**src/rtl/fcq_pkg.sv**
```systemverilog
// Shared constants and types for the flash command host
`default_nettype none
package fcq_pkg;
   // Command codes sent on the low data byte
   localparam logic [7:0] FCQ_CODE_READ_ARRAY = 8'hFF;
   localparam logic [7:0] FCQ_CODE_READ_QUERY = 8'h98;
   localparam logic [7:0] FCQ_CODE_READ_STATUS = 8'h70;
   localparam logic [7:0] FCQ_CODE_CLEAR_STATUS = 8'h50;
   localparam logic [7:0] FCQ_CODE_BUF_SETUP = 8'hE8;
   localparam logic [7:0] FCQ_CODE_PROG_SETUP = 8'h40;
   localparam logic [7:0] FCQ_CODE_ERASE_SETUP = 8'h20;
   localparam logic [7:0] FCQ_CODE_SUSPEND = 8'hB0;
   localparam logic [7:0] FCQ_CODE_CONFIRM = 8'hD0;
   localparam logic [7:0] FCQ_CODE_CONFIG = 8'hB8;
   localparam logic [7:0] FCQ_CODE_LOCK_SETUP = 8'h60;
   // Buffered write count limits
   localparam logic [4:0] FCQ_BUF_MAX_BYTE = 5'h1F;
   localparam logic [4:0] FCQ_BUF_MAX_WORD = 5'h0F;
   // Status bit that reports the write state machine ready
   localparam int FCQ_STATUS_READY_BIT = 7;
   // Last query byte index; query reads return at most four bytes
   localparam logic [1:0] FCQ_QUERY_MAX_IDX = 2'h3;
   // Bus timing
   localparam int FCQ_CLK_PERIOD_NS = 50;
   localparam int FCQ_T_STROBE_NS = 150;
   localparam int FCQ_T_RECOVER_NS = 50;
   localparam logic [2:0] FCQ_STROBE_CYC =
      3'((FCQ_T_STROBE_NS + FCQ_CLK_PERIOD_NS - 1) / FCQ_CLK_PERIOD_NS);
   localparam logic [2:0] FCQ_RECOVER_CYC =
      3'((FCQ_T_RECOVER_NS + FCQ_CLK_PERIOD_NS - 1) / FCQ_CLK_PERIOD_NS);

   typedef enum logic [3:0]
   {
      FCQ_OP_READ_ARRAY,
      FCQ_OP_READ_QUERY,
      FCQ_OP_READ_STATUS,
      FCQ_OP_CLEAR_STATUS,
      FCQ_OP_PROGRAM,
      FCQ_OP_BUF_WRITE,
      FCQ_OP_ERASE,
      FCQ_OP_SUSPEND,
      FCQ_OP_RESUME,
      FCQ_OP_CLEAR_LOCKS,
      FCQ_OP_CONFIG
   } fcq_op_t;

   typedef enum logic [1:0]
   {
      FCQ_MODE_ARRAY,
      FCQ_MODE_QUERY,
      FCQ_MODE_STATUS,
      FCQ_MODE_OTHER
   } fcq_mode_t;
endpackage
`default_nettype wire

```
**src/rtl/fcq_host.sv**
```systemverilog
// Host controller that drives a parallel NOR flash by command cycles
// Behaviour
// - Host issues only defined command codes, never reserved ones.
// - After buffered write setup, host checks status before loading data.
// - Count N gives N+1 data writes; limits 1F byte, 0F word.
// - Confirm D0 follows exactly N+1 data writes; otherwise aborts.
// - In eight-bit mode host drives lowest address line.
// - Codes FF read array, E8 buffer setup, B0 suspend.
`default_nettype none
module fcq_host
   import fcq_pkg::*;
(
   // Clock and reset
   input wire logic i_clk,
   input wire logic i_srst,
   // Command request
   input wire logic i_cmd_valid,
   input wire fcq_op_t i_cmd_op,
   input wire logic [23:0] i_cmd_addr,
   input wire logic [15:0] i_cmd_data,
   input wire logic [4:0] i_cmd_count,
   input wire logic i_x8_mode,
   output logic o_cmd_ready,
   // Buffered write data
   input wire logic i_wdata_valid,
   input wire logic [15:0] i_wdata,
   output logic o_wdata_ready,
   // Results
   output logic o_done,
   output logic [31:0] o_rd_data,
   output logic o_dev_busy,
   output logic o_dev_suspended,
   // Flash pins
   output logic [23:0] o_flash_addr,
   output logic o_flash_ce_n,
   output logic o_flash_oe_n,
   output logic o_flash_we_n,
   output logic o_flash_byte_n,
   output logic [15:0] o_flash_dq_out,
   output logic o_flash_dq_oe,
   input wire logic [15:0] i_flash_dq
);
   typedef enum logic [3:0]
   {
      FCQ_S_IDLE, FCQ_S_CMD1, FCQ_S_CMD2, FCQ_S_XSR, FCQ_S_COUNT,
      FCQ_S_DATA, FCQ_S_CONFIRM, FCQ_S_POLL, FCQ_S_READ, FCQ_S_DONE
   } fcq_state_t;

   fcq_state_t state_q, state_d;
   fcq_op_t op_q, op_d;
   fcq_mode_t mode_q, mode_d;
   logic [23:0] addr_q, addr_d;
   logic [15:0] data_q, data_d, wbuf_q, wbuf_d;
   logic [4:0] count_q, count_d, left_q, left_d;
   logic [1:0] idx_q, idx_d;
   logic launched_q, launched_d, have_q, have_d, pend_q, pend_d;
   logic busy_q, busy_d, susp_q, susp_d;
   logic ready_q, ready_d, wready_q, wready_d, done_q, done_d, byte_n_q;
   logic [31:0] rd_q, rd_d;
   logic start, wr;
   logic [23:0] cyc_addr;
   logic [15:0] cyc_data, cyc_rdata;
   logic cyc_done;
   logic [4:0] count_max;

   function automatic logic [7:0] first_code(input fcq_op_t op);
      case (op)
         FCQ_OP_READ_ARRAY: first_code = FCQ_CODE_READ_ARRAY;
         FCQ_OP_READ_QUERY: first_code = FCQ_CODE_READ_QUERY;
         FCQ_OP_READ_STATUS: first_code = FCQ_CODE_READ_STATUS;
         FCQ_OP_CLEAR_STATUS: first_code = FCQ_CODE_CLEAR_STATUS;
         FCQ_OP_PROGRAM: first_code = FCQ_CODE_PROG_SETUP;
         FCQ_OP_BUF_WRITE: first_code = FCQ_CODE_BUF_SETUP;
         FCQ_OP_ERASE: first_code = FCQ_CODE_ERASE_SETUP;
         FCQ_OP_SUSPEND: first_code = FCQ_CODE_SUSPEND;
         FCQ_OP_RESUME: first_code = FCQ_CODE_CONFIRM;
         FCQ_OP_CLEAR_LOCKS: first_code = FCQ_CODE_LOCK_SETUP;
         FCQ_OP_CONFIG: first_code = FCQ_CODE_CONFIG;
         default: first_code = FCQ_CODE_READ_ARRAY;
      endcase
   endfunction

   assign count_max = i_x8_mode ? FCQ_BUF_MAX_BYTE : FCQ_BUF_MAX_WORD;

   always_comb
   begin
      state_d = state_q;
      op_d = op_q;
      mode_d = mode_q;
      addr_d = addr_q;
      data_d = data_q;
      wbuf_d = wbuf_q;
      count_d = count_q;
      left_d = left_q;
      idx_d = idx_q;
      launched_d = launched_q;
      have_d = have_q;
      pend_d = pend_q;
      busy_d = busy_q;
      susp_d = susp_q;
      done_d = 1'b0;
      rd_d = rd_q;
      start = 1'b0;
      wr = 1'b1;
      cyc_addr = addr_q;
      cyc_data = {8'h00, first_code(op_q)};
      if (state_q != FCQ_S_IDLE && state_q != FCQ_S_DONE && !launched_q)
      begin
         start = (state_q != FCQ_S_DATA) || have_q;
         launched_d = start;
      end
      if (cyc_done)
      begin
         launched_d = 1'b0;
      end
      case (state_q)
         FCQ_S_IDLE:
         begin
            if (i_cmd_valid && ready_q)
            begin
               op_d = i_cmd_op;
               addr_d = i_cmd_addr;
               data_d = i_cmd_data;
               count_d = (i_cmd_count > count_max) ? count_max : i_cmd_count;
               idx_d = 2'h0;
               rd_d = 32'h0000_0000;
               pend_d = 1'b0;
               if (i_cmd_op == FCQ_OP_READ_QUERY)
               begin
                  // Offset in max-width units on A23..A1
                  // Same pins give byte address 2n in x8
                  addr_d = {i_cmd_addr[22:0], 1'b0};
               end
               // Wait out a running operation first
               if (i_cmd_op == FCQ_OP_READ_ARRAY && busy_q && !susp_q)
               begin
                  pend_d = 1'b1;
                  state_d = FCQ_S_POLL;
               end
               // Mode already held, skip the command
               else if ((i_cmd_op == FCQ_OP_READ_ARRAY && mode_q == FCQ_MODE_ARRAY) ||
                  (i_cmd_op == FCQ_OP_READ_QUERY && mode_q == FCQ_MODE_QUERY) ||
                  (i_cmd_op == FCQ_OP_READ_STATUS && mode_q == FCQ_MODE_STATUS))
               begin
                  state_d = FCQ_S_READ;
               end
               else
               begin
                  state_d = FCQ_S_CMD1;
               end
            end
         end
         FCQ_S_CMD1:
         begin
            if (cyc_done)
            begin
               mode_d = FCQ_MODE_STATUS;
               case (op_q)
                  FCQ_OP_READ_ARRAY:
                  begin
                     mode_d = FCQ_MODE_ARRAY;
                     susp_d = 1'b0;
                     state_d = FCQ_S_READ;
                  end
                  FCQ_OP_READ_QUERY:
                  begin
                     mode_d = FCQ_MODE_QUERY;
                     state_d = FCQ_S_READ;
                  end
                  FCQ_OP_READ_STATUS: state_d = FCQ_S_READ;
                  FCQ_OP_CLEAR_STATUS:
                  begin
                     mode_d = mode_q;
                     state_d = FCQ_S_DONE;
                  end
                  FCQ_OP_SUSPEND: state_d = FCQ_S_POLL;
                  FCQ_OP_RESUME:
                  begin
                     busy_d = 1'b1;
                     susp_d = 1'b0;
                     state_d = FCQ_S_DONE;
                  end
                  FCQ_OP_BUF_WRITE: state_d = FCQ_S_XSR;
                  default: state_d = FCQ_S_CMD2;
               endcase
            end
         end
         FCQ_S_CMD2:
         begin
            // Erase and lock clear need confirm
            cyc_data = {8'h00, FCQ_CODE_CONFIRM};
            if (op_q == FCQ_OP_PROGRAM)
            begin
               cyc_data = data_q;
            end
            else if (op_q == FCQ_OP_CONFIG)
            begin
               cyc_data = {8'h00, data_q[7:0]};
            end
            if (cyc_done)
            begin
               busy_d = (op_q != FCQ_OP_CONFIG);
               state_d = (op_q == FCQ_OP_CONFIG) ? FCQ_S_DONE : FCQ_S_POLL;
            end
         end
         FCQ_S_XSR:
         begin
            wr = 1'b0;
            if (cyc_done)
            begin
               // Reissue setup until a buffer is free
               state_d = cyc_rdata[FCQ_STATUS_READY_BIT] ? FCQ_S_COUNT : FCQ_S_CMD1;
            end
         end
         FCQ_S_COUNT:
         begin
            cyc_data = {11'h000, count_q};
            if (cyc_done)
            begin
               left_d = count_q;
               state_d = FCQ_S_DATA;
            end
         end
         FCQ_S_DATA:
         begin
            cyc_data = wbuf_q;
            if (wready_q && i_wdata_valid)
            begin
               wbuf_d = i_wdata;
               have_d = 1'b1;
            end
            if (cyc_done)
            begin
               have_d = 1'b0;
               addr_d = addr_q + (i_x8_mode ? 24'h00_0001 : 24'h00_0002);
               left_d = left_q - 5'h01;
               if (left_q == 5'h00)
               begin
                  state_d = FCQ_S_CONFIRM;
               end
            end
         end
         FCQ_S_CONFIRM:
         begin
            cyc_data = {8'h00, FCQ_CODE_CONFIRM};
            if (cyc_done)
            begin
               busy_d = 1'b1;
               state_d = FCQ_S_POLL;
            end
         end
         FCQ_S_POLL:
         begin
            wr = 1'b0;
            if (cyc_done)
            begin
               rd_d = {16'h0000, cyc_rdata};
               // Only bit 7 is valid while busy
               if (cyc_rdata[FCQ_STATUS_READY_BIT])
               begin
                  if (op_q == FCQ_OP_SUSPEND)
                  begin
                     susp_d = 1'b1;
                  end
                  else
                  begin
                     busy_d = 1'b0;
                  end
                  state_d = pend_q ? FCQ_S_CMD1 : FCQ_S_DONE;
               end
            end
         end
         FCQ_S_READ:
         begin
            wr = 1'b0;
            if (cyc_done)
            begin
               if (op_q == FCQ_OP_READ_QUERY)
               begin
                  rd_d[8 * idx_q +: 8] = cyc_rdata[7:0];
                  idx_d = idx_q + 2'h1;
                  // A0 driven, next offset two bytes on
                  addr_d = addr_q + 24'h00_0002;
                  if (idx_q == FCQ_QUERY_MAX_IDX || {3'h0, idx_q} == count_q)
                  begin
                     state_d = FCQ_S_DONE;
                  end
               end
               else
               begin
                  rd_d = {16'h0000, cyc_rdata};
                  state_d = FCQ_S_DONE;
               end
            end
         end
         FCQ_S_DONE:
         begin
            done_d = 1'b1;
            state_d = FCQ_S_IDLE;
         end
         default:
         begin
            state_d = FCQ_S_IDLE;
         end
      endcase
      ready_d = (state_d == FCQ_S_IDLE);
      wready_d = (state_d == FCQ_S_DATA) && !have_d && !(state_q == FCQ_S_DATA && wready_q && i_wdata_valid);
   end

   always_ff @(posedge i_clk)
   begin
      if (i_srst)
      begin
         state_q <= FCQ_S_IDLE;
         op_q <= FCQ_OP_READ_ARRAY;
         // No config write, page mode kept
         mode_q <= FCQ_MODE_ARRAY;
         addr_q <= 24'h00_0000;
         data_q <= 16'h0000;
         wbuf_q <= 16'h0000;
         count_q <= 5'h00;
         left_q <= 5'h00;
         idx_q <= 2'h0;
         launched_q <= 1'b0;
         have_q <= 1'b0;
         pend_q <= 1'b0;
         busy_q <= 1'b0;
         susp_q <= 1'b0;
         ready_q <= 1'b0;
         wready_q <= 1'b0;
         done_q <= 1'b0;
         rd_q <= 32'h0000_0000;
         byte_n_q <= 1'b1;
      end
      else
      begin
         state_q <= state_d;
         op_q <= op_d;
         mode_q <= mode_d;
         addr_q <= addr_d;
         data_q <= data_d;
         wbuf_q <= wbuf_d;
         count_q <= count_d;
         left_q <= left_d;
         idx_q <= idx_d;
         launched_q <= launched_d;
         have_q <= have_d;
         pend_q <= pend_d;
         busy_q <= busy_d;
         susp_q <= susp_d;
         ready_q <= ready_d;
         wready_q <= wready_d;
         done_q <= done_d;
         rd_q <= rd_d;
         byte_n_q <= ~i_x8_mode;
      end
   end

   fcq_bus_cycle u_cycle
   (
      .i_clk(i_clk),
      .i_srst(i_srst),
      .i_start(start),
      .i_write(wr),
      .i_addr(cyc_addr),
      .i_data(cyc_data),
      .o_done(cyc_done),
      .o_rdata(cyc_rdata),
      .o_addr(o_flash_addr),
      .o_ce_n(o_flash_ce_n),
      .o_oe_n(o_flash_oe_n),
      .o_we_n(o_flash_we_n),
      .o_dq_out(o_flash_dq_out),
      .o_dq_oe(o_flash_dq_oe),
      .i_dq(i_flash_dq)
   );

   assign o_cmd_ready = ready_q;
   assign o_wdata_ready = wready_q;
   assign o_done = done_q;
   assign o_rd_data = rd_q;
   assign o_dev_busy = busy_q;
   assign o_dev_suspended = susp_q;
   assign o_flash_byte_n = byte_n_q;
endmodule
`default_nettype wire

```
**src/rtl/fcq_bus_cycle.sv**
```systemverilog
// One asynchronous read or write cycle on the flash pins
`default_nettype none
module fcq_bus_cycle
   import fcq_pkg::*;
(
   // Clock and reset
   input wire logic i_clk,
   input wire logic i_srst,
   // Cycle request
   input wire logic i_start,
   input wire logic i_write,
   input wire logic [23:0] i_addr,
   input wire logic [15:0] i_data,
   output logic o_done,
   output logic [15:0] o_rdata,
   // Flash pins
   output logic [23:0] o_addr,
   output logic o_ce_n,
   output logic o_oe_n,
   output logic o_we_n,
   output logic [15:0] o_dq_out,
   output logic o_dq_oe,
   input wire logic [15:0] i_dq
);
   typedef enum logic [1:0] {FCQ_CY_IDLE, FCQ_CY_SETUP, FCQ_CY_STROBE, FCQ_CY_RECOVER} fcq_cy_t;

   fcq_cy_t state_q, state_d;
   logic [2:0] cnt_q, cnt_d;
   logic wr_q, wr_d;
   logic [23:0] addr_q, addr_d;
   logic [15:0] dout_q, dout_d, rdata_q, rdata_d;
   logic oe_q, oe_d, ce_n_q, ce_n_d, oe_n_q, oe_n_d, we_n_q, we_n_d, done_q, done_d;

   always_comb
   begin
      state_d = state_q;
      cnt_d = cnt_q;
      wr_d = wr_q;
      addr_d = addr_q;
      dout_d = dout_q;
      rdata_d = rdata_q;
      oe_d = oe_q;
      ce_n_d = ce_n_q;
      oe_n_d = oe_n_q;
      we_n_d = we_n_q;
      done_d = 1'b0;
      case (state_q)
         FCQ_CY_IDLE:
         begin
            if (i_start)
            begin
               wr_d = i_write;
               addr_d = i_addr;
               dout_d = i_data;
               oe_d = i_write;
               ce_n_d = 1'b0;
               state_d = FCQ_CY_SETUP;
            end
         end
         FCQ_CY_SETUP:
         begin
            we_n_d = ~wr_q;
            oe_n_d = wr_q;
            cnt_d = FCQ_STROBE_CYC - 3'h1;
            state_d = FCQ_CY_STROBE;
         end
         FCQ_CY_STROBE:
         begin
            if (cnt_q == 3'h0)
            begin
               we_n_d = 1'b1;
               oe_n_d = 1'b1;
               if (!wr_q)
               begin
                  rdata_d = i_dq;
               end
               cnt_d = FCQ_RECOVER_CYC - 3'h1;
               state_d = FCQ_CY_RECOVER;
            end
            else
            begin
               cnt_d = cnt_q - 3'h1;
            end
         end
         FCQ_CY_RECOVER:
         begin
            if (cnt_q == 3'h0)
            begin
               ce_n_d = 1'b1;
               oe_d = 1'b0;
               done_d = 1'b1;
               state_d = FCQ_CY_IDLE;
            end
            else
            begin
               cnt_d = cnt_q - 3'h1;
            end
         end
         default:
         begin
            state_d = FCQ_CY_IDLE;
         end
      endcase
   end

   always_ff @(posedge i_clk)
   begin
      if (i_srst)
      begin
         state_q <= FCQ_CY_IDLE;
         cnt_q <= 3'h0;
         wr_q <= 1'b0;
         addr_q <= 24'h00_0000;
         dout_q <= 16'h0000;
         rdata_q <= 16'h0000;
         oe_q <= 1'b0;
         ce_n_q <= 1'b1;
         oe_n_q <= 1'b1;
         we_n_q <= 1'b1;
         done_q <= 1'b0;
      end
      else
      begin
         state_q <= state_d;
         cnt_q <= cnt_d;
         wr_q <= wr_d;
         addr_q <= addr_d;
         dout_q <= dout_d;
         rdata_q <= rdata_d;
         oe_q <= oe_d;
         ce_n_q <= ce_n_d;
         oe_n_q <= oe_n_d;
         we_n_q <= we_n_d;
         done_q <= done_d;
      end
   end

   assign o_done = done_q;
   assign o_rdata = rdata_q;
   assign o_addr = addr_q;
   assign o_ce_n = ce_n_q;
   assign o_oe_n = oe_n_q;
   assign o_we_n = we_n_q;
   assign o_dq_out = dout_q;
   assign o_dq_oe = oe_q;
endmodule
`default_nettype wire

```
**config.mk**
```make
export PLATFORM = sky130hd
export DESIGN_NAME = fcq_host
export DESIGN_NICKNAME = d
export VERILOG_FILES = /design/src/rtl/fcq_pkg.sv /design/src/rtl/fcq_host.sv /design/src/rtl/fcq_bus_cycle.sv
export SDC_FILE = /design/constraint.sdc
export NUM_CORES = 1
export LEC_CHECK = 0
export BUFFER_PORTS_ARGS = -buffer_cell sky130_fd_sc_hd__buf_2
export CAP_MARGIN = 20
export CORE_MARGIN = 1
export CORE_UTILIZATION = 28
export CTS_CLUSTER_SIZE = 40
export DETAILED_ROUTE_END_ITERATION = 8
export HOLD_SLACK_MARGIN = 0.1
export PLACE_DENSITY = 0.48
export SLEW_MARGIN = 20
export SYNTH_ARGS = -nofsm -noshare
export SYNTH_HDL_FRONTEND = slang
export SYNTH_SLANG_ARGS = --single-unit
```
**constraint.sdc**
```tcl
create_clock -name i_clk -period 4.26 [get_ports i_clk]
set_input_delay 0.426 -clock i_clk [delete_from_list [all_inputs] [get_ports i_clk]]
set_output_delay 0.426 -clock i_clk [all_outputs]
set_load 0.05 [all_outputs]
```
After elaboration in Yosys (flattened, before gate mapping)
Memories as Yosys holds them, arrays and structs flattened. A register that Yosys moved wholly into a read port is not among the register bits.
Cells that the tools add are included.
{"block": "word_totals", "latch_bits": 0, "ram_bits": 0, "regBits": 186, "inputBits": 86, "mem_count": 1, "out_inout_bits": 82, "romBits": 128, "elab_cells": 237}
{"block": "classes", "mul": 0, "order_cmp": 1, "n_div": 0, "shifts": 2, "reduce_logical": 60, "addsub": 6, "mux": 85, "eq_ne": 48, "n_bitwise": 4}
{"memory": "(name not given)", "words": 16, "width": 8, "read_ports": 1, "rd_ports_with_merged_regs": 1, "write_ports": 0, "line": "fcq_host.sv:67", "rtl": "case (op)"}
{"op": "32-bit 2-to-1 mux", "count": 4}
{"op": "24-bit 2-to-1 mux", "count": 5}
{"op": "32-bit one-hot mux with 3 select lines", "count": 1}
{"op": "4-bit 2-to-1 mux", "count": 19}
{"op": "24-bit one-hot mux with 3 select lines", "count": 1}
{"op": "16-bit one-hot mux with 4 select lines", "count": 1}
{"op": "4-bit one-hot mux with 9 select lines", "count": 1}
{"op": "5-bit negation with 34-bit output", "count": 1}
{"op": "8-bit by 34-bit variable shift with 32-bit output, first input constant", "count": 1}
{"op": "8-bit by 34-bit variable part select with 32-bit output", "count": 1}
{"op": "32-bit bitwise mux", "count": 1}
{"op": "4-bit by 3-bit equality test with 1-bit output, second input constant", "count": 8}
{"op": "24-bit by 2-bit adder with 24-bit output", "count": 1}
{"op": "24-bit by 2-bit adder with 24-bit output, second input constant", "count": 1}
{"op": "1-bit 2-to-1 mux", "count": 24}
{"op": "4-bit by 2-bit equality test with 1-bit output, second input constant", "count": 5}
{"op": "5-bit 2-to-1 mux", "count": 4}
{"op": "2-bit by 1-bit inequality test with 1-bit output, second input constant", "count": 10}
{"op": "4-bit equality test, second input constant", "count": 4}
{"op": "4-bit zero test", "count": 4}
{"op": "16-bit 2-to-1 mux", "count": 1}
{"op": "2-bit inequality test, second input constant", "count": 8}
{"op": "4-bit one-hot mux with 4 select lines", "count": 1}
{"op": "3-bit AND reduction", "count": 5}
{"op": "37 further kinds", "count": 94}

Longest topological paths before layout
Gate-level depths: netlist (run 1).
{"block": "depth", "ltp_word": 11, "depth_mapped": 9, "depth_no_buf": 8}

Hierarchy
A second synthesis (run 1) with hierarchy kept.
{"block": "unflattened", "cells_unflattened": 1281, "area_unflattened_um2": 9995.8}
{"module": "fcq_host", "cells_each": 962, "seq_area_each_um2": 2502.4, "instances": 1, "area_each_um2": 7330.8}
{"module": "fcq_bus_cycle", "cells_each": 319, "seq_area_each_um2": 1341.3, "instances": 1, "area_each_um2": 2665.1}

Worst setup path after synthesis (run 1)
OpenSTA, ideal clock, no wires.
{"block": "synth_path", "path_type": "register to register", "startpoint": "reg ready_q, in the netlist o_cmd_ready", "endpoint": "reg addr_q[7]", "required_ns": 4.143, "arrival_ns": 2.190, "path_buffers": 2, "synth_period_minus_slack_ns": 2.307, "setup_ns": 0.117, "slack_ns": 1.953, "stages_incl_launch_ff": 8, "path_cell_list": "dfxtp_1 -> and2_0 -> clkbuf_1 -> a21oi_2 -> or3_1 -> buf_6 -> or3_1 -> a32o_1"}
{"block": "synth_between", "elab_chain_cells": 3}
{"item": "start: declaration", "line": "fcq_host.sv:58", "rtl": "logic ready_q, ready_d, wready_q, wready_d, done_q, done_d, byte_n_q;"}
{"item": "start signal: assignment", "line": "fcq_host.sv:351", "rtl": "ready_q <= ready_d;"}
{"item": "1-bit logical AND", "line": "fcq_host.sv:119", "rtl": "if (i_cmd_valid && ready_q)"}
{"item": "2-bit inequality test (no source line)"}
{"item": "5-bit AND reduction (no source line)"}
{"item": "end signal: assignment", "line": "fcq_host.sv:340", "rtl": "addr_q <= addr_d;"}
{"item": "end: declaration", "line": "fcq_host.sv:52", "rtl": "logic [23:0] addr_q, addr_d;"}
No other way between the ends.
A chain may end at the register's enable or synchronous reset.

Worst setup path after layout (run 1)
{"block": "layout_path", "startpoint": "reg state_q[3]", "endpoint": "reg addr_q[14]"}
{"block": "layout_between", "elab_chain_cells": 3, "word_cells_on_any_way": 10, "cone_classes": "6 x eq/ne; 1 x mux; 3 x reduce/logical"}
{"item": "start: declaration", "line": "fcq_host.sv:49", "rtl": "fcq_state_t state_q, state_d;"}
{"item": "start signal: assignment", "line": "fcq_host.sv:337", "rtl": "state_q <= state_d;"}
{"item": "4-bit equality test (tied with other cells)", "line": "fcq_host.sv:116", "rtl": "case (state_q)"}
{"item": "2-bit by 1-bit inequality test with 1-bit output (no source line) (tied with other cells)"}
{"item": "5-bit AND reduction (no source line)"}
Parallel ways exist; a longest one is shown, timed or not.

==> impl_metrics.json, run 1 <==
{
  "drtPass1Iterations": 6,
  "cts_tree": "built",
  "drt_wl_total_um": 34100,
  "period_minus_slack_ns": 3.00,
  "clkLatencyLatePin_ns": 0.45,
  "htreeDepth": 4,
  "grt_pass1_wl_um": 53000,
  "slew_viol_final": 0,
  "p_sw_w": 0.00141,
  "syn_inst": 1263,
  "start_util_pct": 28.7,
  "die_w_um": 191,
  "syn_area_mm2": 0.00999,
  "fp-row-count": 68,
  "grtUsageTotal_pct": 18.6,
  "cts_made_buffers": 17,
  "core-area_mm2": 0.0348,
  "p_int_w": 0.00304,
  "maxCapViolations": 0,
  "avgSynthCellArea_um2": 7.91,
  "ys.warnings.count": 0,
  "seqPwrFrac_pct": 44.7,
  "end_kind": "flop",
  "clock-root-buffer": "clkbuf_16",
  "grt_pass1_vias": 9366,
  "setup_violations": 0,
  "pwr-share-comb_pct": 16.8,
  "design_area_mm2": 0.0118,
  "fmax_ghz": 0.333,
  "rsz0062_at_grt": "no",
  "post_cts_buffers": 0,
  "max_stage_delay_ns": 0.87,
  "wire_per_inst_um": 18.5,
  "slew_headroom_pct": 35.8,
  "async_flop_share_pct": 0,
  "hold_class": "primary input to flop",
  "synth_top_area_share_pct": 38.5,
  "dp_hpwl_um": 24300,
  "hold_path_depth": 3,
  "gp_congestion": 0.872,
  "switching_share_pct": 31.7,
  "syn_nets": 1369,
  "path_cells": "or4b_1, nor2_2, or3_1, buf_4, nor3_1, a221oi_1",
  "cts_hold_buf": 0,
  "status": "complete, no violations",
  "die-height_um": 191,
  "yosysTopAreaCell": "dfxtp_1",
  "layout_setup_ws_ns": 1.26,
  "critical_path_buf_inv_count": 1,
  "seq_area_frac_synth_pct": 38.5,
  "place_area_mm2": 0.0111,
  "worst_path_dominant_cell_family": "simple AND/OR/NAND/NOR gates",
  "rrSetupSlack_ns": 1.26,
  "crit_path_start_kind": "flop",
  "cp.arrival_ns": 3.34,
  "critPathLaunch": "state_q[3]$_SDFF_PP0_",
  "grt_overflow_total": 0,
  "rr_startpoint": "state_q[3]$_SDFF_PP0_",
  "worst_ep_required_time_ns": 4.60,
  "fin_skew_ns": 0.0200,
  "fin_nets": 1481,
  "hold_violations": 0,
  "drcViolationCount": 0,
  "drive_gt1_share_pct": 18.0,
  "placedCellCount": 1811,
  "drtIter0Drc": 790,
  "cts_buffer_depth": 2,
  "critical_path.endpoint": "addr_q[14]$_SDFFE_PP0P_",
  "rr_worst_depth": 6,
  "slowest_stage": "or4b_1",
  "power_density_mw_per_mm2": 378,
  "clock_sinks": 192,
  "ys_top_cells_by_area": "dfxtp_1 38%, nand2_1 9.1%, a21oi_1 7.7%, nor2_1 2.7%, ha_1 2.4%",
  "synth_edf_count": 0,
  "viasPerCell": 5.35,
  "antenna_found_initial": 3,
  "final_cells": 1844,
  "vdd_drop_max_mv": 0.264,
  "final_util_pct": 33.8,
  "fp.dieArea_mm2": 0.0364,
  "timing.rr.end": "addr_q[14]$_SDFFE_PP0P_",
  "p_clk_share_pct": 38.5,
  "cp_max_fo": 19,
  "vias": 9864,
  "fin_tns_setup_ns": 0,
  "grt_max_degree": 84,
  "syn_to_final_growth_pct": 17.6,
  "synth_cell_types": 91,
  "worst_pin_slew_ns": 0.949,
  "ys.flop_type": "dfxtp_1",
  "leakage_nw": 4.28,
  "clkTransAtPathRegs_ns": 0.08,
  "dp_slack_ns": 1.30,
  "critPathKind": "flop to flop",
  "ant_nets": 0,
  "io_pins": 168,
  "portBuffers": 167,
  "final_min_period_over_clock_period_pct": 70.4,
  "yosys_register_bits": 192,
  "post_cts_resize_count": 0,
  "crit_cells": 6
}
-- how the worst min path moves through the flow --
stage / from / end / slack [ns]
floorplan: wbuf_q[3]$_SDFFE_PP0P_ / wbuf_q[3]$_SDFFE_PP0P_ / 0.44
global placement: u_cycle.o_addr[17]$_SDFFE_PP0P_ / u_cycle.o_addr[17]$_SDFFE_PP0P_ / 0.44
detailed placement: u_cycle.o_dq_out[7]$_SDFFE_PP0P_ / u_cycle.o_dq_out[7]$_SDFFE_PP0P_ / 0.45
CTS: i_flash_dq[1] / u_cycle.o_rdata[1]$_SDFFE_PP0P_ / 0.18
global route: i_wdata[13] / wbuf_q[13]$_SDFFE_PP0P_ / 0.18
finish: i_flash_dq[1] / u_cycle.o_rdata[1]$_SDFFE_PP0P_ / 0.21
-- per-stage QoR --
| step | power, W | hold WS (ns) |
|---|---|---|
| 2_1_floorplan | 0.00253 | 0.436 |
| 3_3_place_gp | 0.00278 | 0.440 |
| 3_5_place_dp | 0.00278 | 0.445 |
| 4_1_cts | 0.00451 | 0.178 |
| 5_1_grt | 0.00468 | 0.185 |
| 6_report | 0.00445 | 0.207 |
-- sequential cells by signal, indices dropped and copies added, names as in the netlist, 5 cells and up, named ones only --
name              flops
o_rd_data            32
addr_q               24
u_cycle.o_addr       24
data_q               16
u_cycle.o_dq_out     16
u_cycle.o_rdata      16
wbuf_q               16
count_q               5
left_q                5
-- power by group through the flow --
stage | registers [W] | clock network, W | logic (W)
2_1_floorplan | 0.00208 | 0 | 0.000452
3_3_place_gp | 0.00203 | 0 | 0.000746
3_5_place_dp | 0.00203 | 0 | 0.000751
4_1_cts | 0.00199 | 0.00177 | 0.000753
5_1_grt | 0.00201 | 0.00184 | 0.000831
6_report | 0.00199 | 0.00171 | 0.000746
-- final cells by class --
cell class	instances	area, um2
antenna	1	2.50
multi-input combinational	951	5650
timing repair buffer	186	981
tap	455	569
sequential	192	3840
fill	3742	23000
clock buffer	18	439
inverter	27	101
clock inverter	14	165
-- synthesized netlist by cell type, types with 11 or more instances --
cell	count
o22ai_1	17
a221oi_1	15
a21oi_1	154
clkbuf_1	63
o211ai_1	11
and4_1	11
nor2_1	71
nand2b_1	14
nand4_1	14
nor3_1	45
dfxtp_1	192
o21ai_0	44
ha_1	19
mux2i_1	19
buf_2	17
nand2_1	242
a211oi_1	15
a31oi_1	13
nand3_1	35
inv_1	27
nor2b_1	13
-- tightest hold or removal path, delay by kind of cell --
family | cells | cell delay, ns
AND/OR/NAND/NOR | 1 | 0.04
AO/OA/AOI/OAI | 1 | 0.05
buffers and inverters | 1 | 0.09
-- layer usage --
| layer | wire, um | up-vias | track usage (%) | share of wire (%) |
|---|---|---|---|---|
| li1 | - | 4814 | - | - |
| met1 | 15300 | 4710 | 24.3 | 45 |
| met2 | 16200 | 299 | 30.8 | 47 |
| met3 | 2110 | 37 | 4.00 | 6.2 |
| met4 | 469 | 4 | 5.11 | 1.4 |
| met5 | 27 | - | 0 | 0.079 |
-- logic make-up (layout without fill, tap and decap cells) --
kind of cell,Yosys count,count (layout),synth area share (%)
flip-flops,192,192,38.5
multiplexers,19,19,1.90
buffers and inverters,120,245,5.07
AND/OR/NAND/NOR,525,525,26.4
XOR/XNOR,8,8,0.701
other,0,1,0
adder cells (fa/ha/maj),20,20,2.58
AO/OA/AOI/OAI,379,379,24.8
-- placed cells by master, fill, tap and decap left out, drive strengths merged, types with 13 or more instances in the layout --
master,count
a211oi,16
a21oi,157
a221oi,16
a31oi,13
buf,186
clkbuf,18
dfxtp,192
ha,19
inv,36
mux2i,19
nand2,242
nand2b,14
nand3,35
nand4,14
nor2,73
nor2b,13
nor3,47
o21ai,48
o22ai,17
Note: power is estimated with default switching activity, not from simulation.
==> inputs of run 2 (changes only) <==
Settings changed: ABC_AREA from default to 1.
Clock period 4.26 ns to 2.9 ns, I/O delays scaled along.
==> run 2 against run 1 <==
  * Flip-flop and latch count stayed put
  * Total power up 55%
  * Via count grew 7.9%
  * Worst setup slack lost 0.78 ns
  * Combinational power rose by 97%
==> impl_metrics.json, run 2 <==
{
  "slowest_stage": "dfxtp_1",
  "switching_share_pct": 35.5,
  "wire_per_inst_um": 15.6,
  "cp.arrival_ns": 2.80,
  "yosys_register_bits": 192,
  "async_flop_share_pct": 0,
  "p_int_w": 0.00445,
  "synth_cell_types": 45,
  "critPathLaunch": "idx_q[0]$_SDFFE_PP0P_",
  "clock_sinks": 192,
  "netlist_top_cells_count": "431 x nand2_1, 192 x dfxtp_1, 189 x nor2_1",
  "final_min_period_over_clock_period_pct": 83.4,
  "cts_made_buffers": 17,
  "vdd_drop_max_mv": 0.450,
  "htreeDepth": 4,
  "gp_congestion": 0.896,
  "fin_skew_ns": 0.0148,
  "diodes": 0,
  "dp_hpwl_um": 25200,
  "drcViolationCount": 0,
  "fp-row-count": 69,
  "rr_startpoint": "idx_q[0]$_SDFFE_PP0P_",
  "viasPerCell": 4.81,
  "drtIter0Drc": 706,
  "critPathKind": "flop to flop",
  "end_kind": "flop",
  "cp_max_fo": 11,
  "p_sw_w": 0.00245,
  "syn_inst": 1563,
  "synth_most_common_cell": "nand2_1",
  "die_w_um": 192,
  "vias": 10600,
  "antenna_found_initial": 4,
  "portBuffers": 167,
  "grt_pass1_vias": 10100,
  "p_total_w": 0.00690,
  "grtUsageTotal_pct": 19.0,
  "cts_buffer_depth": 2,
  "layout_common_cells": "431 x nand2_1, 192 x dfxtp_1, 188 x nor2_1",
  "maxCapViolations": 0,
  "period_minus_slack_ns": 2.42,
  "fp.dieArea_mm2": 0.0370,
  "cts_tree": "built",
  "p_clk_share_pct": 34.6,
  "syn_area_mm2": 0.0101,
  "ys.warnings.count": 0,
  "core-area_mm2": 0.0356,
  "seqPwrFrac_pct": 44.0,
  "path_cells": "clkinv_1, ha_1, inv_1, and3_1, nand3_1, nand2_1, nand4_1, a21oi_1",
  "die-height_um": 192,
  "drive_gt1_share_pct": 15.0,
  "worst_ep_required_time_ns": 3.28,
  "ys.flop_type": "dfxtp_1",
  "fin_nets": 1845,
  "ant_nets": 0,
  "avgSynthCellArea_um2": 6.49,
  "synth_edf_count": 0,
  "syn_to_final_growth_pct": 21.4,
  "seq_area_frac_synth_pct": 37.9,
  "power_density_mw_per_mm2": 560,
  "clkTransAtPathRegs_ns": 0.09,
  "ys_top_cells_by_area": "dfxtp_1 38%, nand2_1 16%, a21oi_1 7.9%, o21ai_0 7.1%, nor2_1 7.0%",
  "drt_wl_total_um": 34600,
  "rsz0062_at_grt": "no",
  "status": "complete, no violations",
  "largest_reg_flops": 32,
  "drtPass1Iterations": 6,
  "clkLatencyLatePin_ns": 0.47,
  "yosysTopAreaCell": "dfxtp_1",
  "start_util_pct": 28.5,
  "crit_path_start_kind": "flop",
  "syn_nets": 1669,
  "max_stage_delay_ns": 0.54,
  "io_pins": 168,
  "grt_overflow_total": 0,
  "fin_tns_setup_ns": 0,
  "setup_violations": 0,
  "grt_max_degree": 83,
  "grt_pass1_wl_um": 54500,
  "synth_top_area_share_pct": 37.9,
  "final_common_cell": "nand2_1",
  "hold_class": "primary input to flop",
  "worst_pin_slew_ns": 1.05,
  "post_cts_resize_count": 0,
  "pwr-share-comb_pct": 21.3,
  "slew_headroom_pct": 30.1,
  "worstHoldStart": "i_cmd_data[10]",
  "fmax_ghz": 0.413,
  "leakage_nw": 5.45,
  "clock-root-buffer": "clkbuf_16",
  "hold_violations": 0,
  "slew_viol_final": 0
}
run 2: cell count changes in the layout (fill, tap and decap cells not counted), moves of 11 or more:
cell,previous run,this run
nand2_1,242,431
inv_1,27,145
nor2_1,71,188
o21ai_0,44,143
nand3_1,35,94
nor3_1,45,10
dlygate4sd3_1,0,32
mux2i_1,19,0
a221oi_1,15,0
nand2b_1,14,0
nor2b_1,13,0
and4_1,11,0
run 2: worst max-delay path: cells and delay by family (launching register included):
family / cells / cell delay [ns]
adders and majority gates: 1 / 0.48
AOI/OAI and AO/OA: 1 / 0.13
and+or+nand+nor: 4 / 0.63
DFF: 1 / 0.54
buffers and inverters: 2 / 0.55
run 2: metrics by stage:
| step | std cells | area, um2 | hold WS (ns) | setup WS, ns | util [%] |
|---|---|---|---|---|---|
| finish | 2213 | 12300 | 0.120 | 0.482 | 34.6 |
| global route | 2213 | 12300 | 0.125 | 0.274 | 34.6 |
| detailed placement | 2149 | 11400 | 0.444 | 0.527 | 32.1 |
| floorplan | 1563 | 10100 | 0.360 | 0.916 | - |
| CTS | 2213 | 12300 | 0.102 | 0.503 | 34.6 |
| global placement | 2149 | 11400 | 0.436 | 0.615 | 32.1 |
run 2: final timing paths:
check / endpoint / slack (ns) / cells past startpoint
max: o_rd_data[1]$_SDFFE_PP0P_ / 0.48 / 8
min: data_q[10]$_SDFFE_PP0P_ / 0.12 / 3
max reg2reg: o_rd_data[1]$_SDFFE_PP0P_ / 0.48 / 8
min reg2reg: u_cycle.o_rdata[10]$_SDFFE_PP0P_ / 0.45 / 2
run 2: routing by layer:
| layer | share of wire [%] | routed length, um | track usage [%] | vias up |
|---|---|---|---|---|
| li1 | - | - | - | 5451 |
| met1 | 48 | 16600 | 25.6 | 4829 |
| met2 | 43 | 15000 | 29.5 | 315 |
| met3 | 6.5 | 2240 | 4.76 | 47 |
| met4 | 2.0 | 705 | 6.21 | 6 |
| met5 | 0.10 | 35 | 0 | - |
run 2: final cells by class:
type | count | area [um2]
Timing Repair Buffer | 218 | 1300
Clock inverter | 15 | 160
Sequential cell | 192 | 3840
Inverter | 157 | 592
Clock buffer | 17 | 425
Multi-Input combinational cell | 1153 | 5420
Tap cell | 461 | 577
Fill cell | 3945 | 23200
run 2: what timing repair did:
item                      in CTS  in global routing
setup buffers                  0                  0
hold buffers                  32                  0
hold endpoints to repair      32                  0
run 2: power by group through the flow:
stage / clock network, W / registers, W / logic (W)
2_1_floorplan: 0 / 0.00328 / 0.000815
3_3_place_gp: 0 / 0.00310 / 0.00144
3_5_place_dp: 0 / 0.00310 / 0.00144
4_1_cts: 0.00246 / 0.00304 / 0.00148
5_1_grt: 0.00257 / 0.00308 / 0.00166
6_report: 0.00239 / 0.00304 / 0.00147
run 2: logic make-up (layout without fill, tap and decap cells):
group | Yosys count | in the layout | share of synthesized area (%)
flip-flops | 192 | 192 | 37.9
AND/OR/NAND/NOR | 762 | 762 | 31.0
AO/OA/AOI/OAI | 368 | 368 | 19.6
XOR/XNOR | 3 | 3 | 0.259
buffers and inverters | 218 | 407 | 8.67
adder cells (fa/ha/maj) | 20 | 20 | 2.54
==> inputs of run 3 (changes only) <==
Settings changed: ABC_AREA 1 to 0, PLACE_DENSITY 0.48 to 0.5.
Clock period 2.9 ns to 2.2 ns, I/O delays scaled along.
==> run 3 against run 2 <==
  * Count of clock-buffer cells in the layout increased by 3
  * Sequential power increased by 26%
  * Total power up 26%
  * Via count fell by 3.0%
  * Cell count shrank 9.7%
  * Sequential share of layout area decreased by 2.1 points
  * Core utilization grew 3.4 points
  * Critical path depth is the same
  * Wire length rose by 2.2%
==> impl_metrics.json, run 3 (same netlist as run 1, synthesis figures left out) <==
{
  "wire_per_inst_um": 17.7,
  "period_minus_slack_ns": 2.14,
  "diodes": 0,
  "cts_tree": "built",
  "hold_path_end": "count_q[4]$_SDFFE_PP0P_",
  "antenna_found_initial": 1,
  "power_density_mw_per_mm2": 656,
  "grt_max_degree": 63,
  "drive_gt1_share_pct": 24.3,
  "cp.arrival_ns": 2.53,
  "hold_path_depth": 3,
  "ant_nets": 0,
  "cts_buffer_depth": 2,
  "fin_tns_setup_ns": 0,
  "worst_ep_required_time_ns": 2.59,
  "critPathLaunch": "addr_q[0]$_SDFFE_PP0P_",
  "largest_reg_flops": 32,
  "drcViolationCount": 0,
  "clkTransAtPathRegs_ns": 0.07,
  "status": "complete, no violations",
  "clock_sinks": 192,
  "grtUsageTotal_pct": 19.5,
  "rrSetupSlack_ns": 0.06,
  "leakage_nw": 5.05,
  "clkLatencyLatePin_ns": 0.44,
  "hold_violations": 0,
  "rr_startpoint": "addr_q[0]$_SDFFE_PP0P_",
  "hold_class": "primary input to flop",
  "fin_nets": 1638,
  "layout_common_cells": "239 x nand2_1, 188 x dfxtp_1, 166 x buf_2",
  "rr_worst_depth": 8,
  "vias": 10300,
  "cts_made_buffers": 17,
  "portBuffers": 167,
  "grt_pass1_vias": 10000,
  "placedCellCount": 1915,
  "grt_overflow_total": 0,
  "gp_congestion": 0.942,
  "post_cts_buffers": 0,
  "fillers": 3663,
  "drtIter0Drc": 714,
  "fin_skew_ns": 0.0110,
  "multiInputGateArea_mm2": 0.00575,
  "worstHoldStart": "i_cmd_count[4]",
  "seqCellArea_mm2": 0.00385,
  "crit_path_start_kind": "flop",
  "final_cells": 1999,
  "p_total_w": 0.00869,
  "fp.dieArea_mm2": 0.0364,
  "syn_to_final_growth_pct": 32.6,
  "critPathKind": "flop to flop",
  "drtPass1Iterations": 6,
  "end_kind": "flop",
  "fp-row-count": 68,
  "worst_pin_slew_ns": 0.735,
  "timing.rr.end": "addr_q[20]$_SDFFE_PP0P_",
  "clock-root-buffer": "clkbuf_16",
  "setup_violations": 0,
  "cp_max_fo": 3,
  "drt_wl_total_um": 35300,
  "final_common_cell": "nand2_1",
  "htreeDepth": 4,
  "rsz0062_at_grt": "yes",
  "die-height_um": 191,
  "fmax_ghz": 0.467,
  "io_pins": 168,
  "vdd_drop_max_mv": 0.532,
  "die_w_um": 191,
  "start_util_pct": 28.7,
  "slew_headroom_pct": 50.8,
  "dp_slack_ns": -0.0459,
  "layout_setup_ws_ns": 0.0582,
  "dp_hpwl_um": 25700,
  "maxCapViolations": 0,
  "final_min_period_over_clock_period_pct": 97.4,
  "viasPerCell": 5.17,
  "core-area_mm2": 0.0348,
  "slew_viol_final": 0,
  "grt_pass1_wl_um": 55300
}
## run 3: cell count changes in the layout (fill, tap and decap cells not counted), moves of 10 or more
cell	before	now
nand2_1	431	239
inv_1	145	27
nor2_1	188	70
o21ai_0	143	44
buf_4	19	115
nand3_1	94	35
nor3_1	10	43
dlygate4sd3_1	32	53
mux2i_1	0	19
a221oi_1	0	15
nand2b_1	0	14
nor2b_1	0	13
and4_1	0	11
o21ai_2	11	1
## run 3: metrics by stage
step | util (%) | hold WS [ns] | cell area, um2
6_report | 38.1 | 0.135 | 13200
5_1_grt | 38.1 | 0.123 | 13200
4_1_cts | 37.9 | 0.118 | 13200
3_5_place_dp | 34.6 | 0.444 | 12000
3_3_place_gp | 34.6 | 0.439 | 12000
2_1_floorplan | - | 0.282 | 9990
## run 3: report_power, final
| group | internal (W) | switching (W) | leakage [nW] |
|---|---|---|---|
| registers | 0.00366 | 0.000167 | 1.56 |
| logic | 0.000628 | 0.00104 | 3.21 |
| clock network | 0.00174 | 0.00145 | 0.281 |
## run 3: layout make-up
type | count | share of cell area, %
Sequential cell | 192 | 29.1
Clock inverter | 11 | 0.982
Multi-Input combinational cell | 951 | 43.4
Inverter | 27 | 0.765
Timing Repair Buffer | 343 | 18.1
Clock buffer | 20 | 3.45
Tap cell | 455 | 4.30
## run 3: timing repair
item,in CTS,in global routing
pin swaps,0,3
hold buffers,53,0
endpoints found under the hold margin,53,0
resized for setup,5,20
endpoints found under the setup margin,3,48
## run 3: worst max-delay path: stages, from the launching register on
cell and delay, ns:
dfxtp_2 0.33, ha_2 0.17, inv_1 0.05, fa_2 0.37, nor4bb_4 0.33, o2111ai_1 0.19
or4_1 0.42, o21ai_0 0.09, a32o_1 0.14
## run 3: worst max path at each step
stage                                    to  slack, ns  cells after the start
global placement    addr_q[14]$_SDFFE_PP0P_      0.004                      9
CTS                 addr_q[17]$_SDFFE_PP0P_       0.03                      7
global route        addr_q[20]$_SDFFE_PP0P_      -0.09                      8
floorplan           addr_q[20]$_SDFFE_PP0P_       0.08                      7
detailed placement  addr_q[12]$_SDFFE_PP0P_      -0.05                      8
finish              addr_q[20]$_SDFFE_PP0P_       0.06                      8
## run 3: metal layers
metal | GRT usage [%] | up-vias | wire, um
li1 | - | 5128 | -
met1 | 25.9 | 4890 | 16400
met2 | 32.0 | 260 | 16700
met3 | 2.94 | 46 | 1430
met4 | 6.71 | 2 | 756
met5 | 0 | - | 13
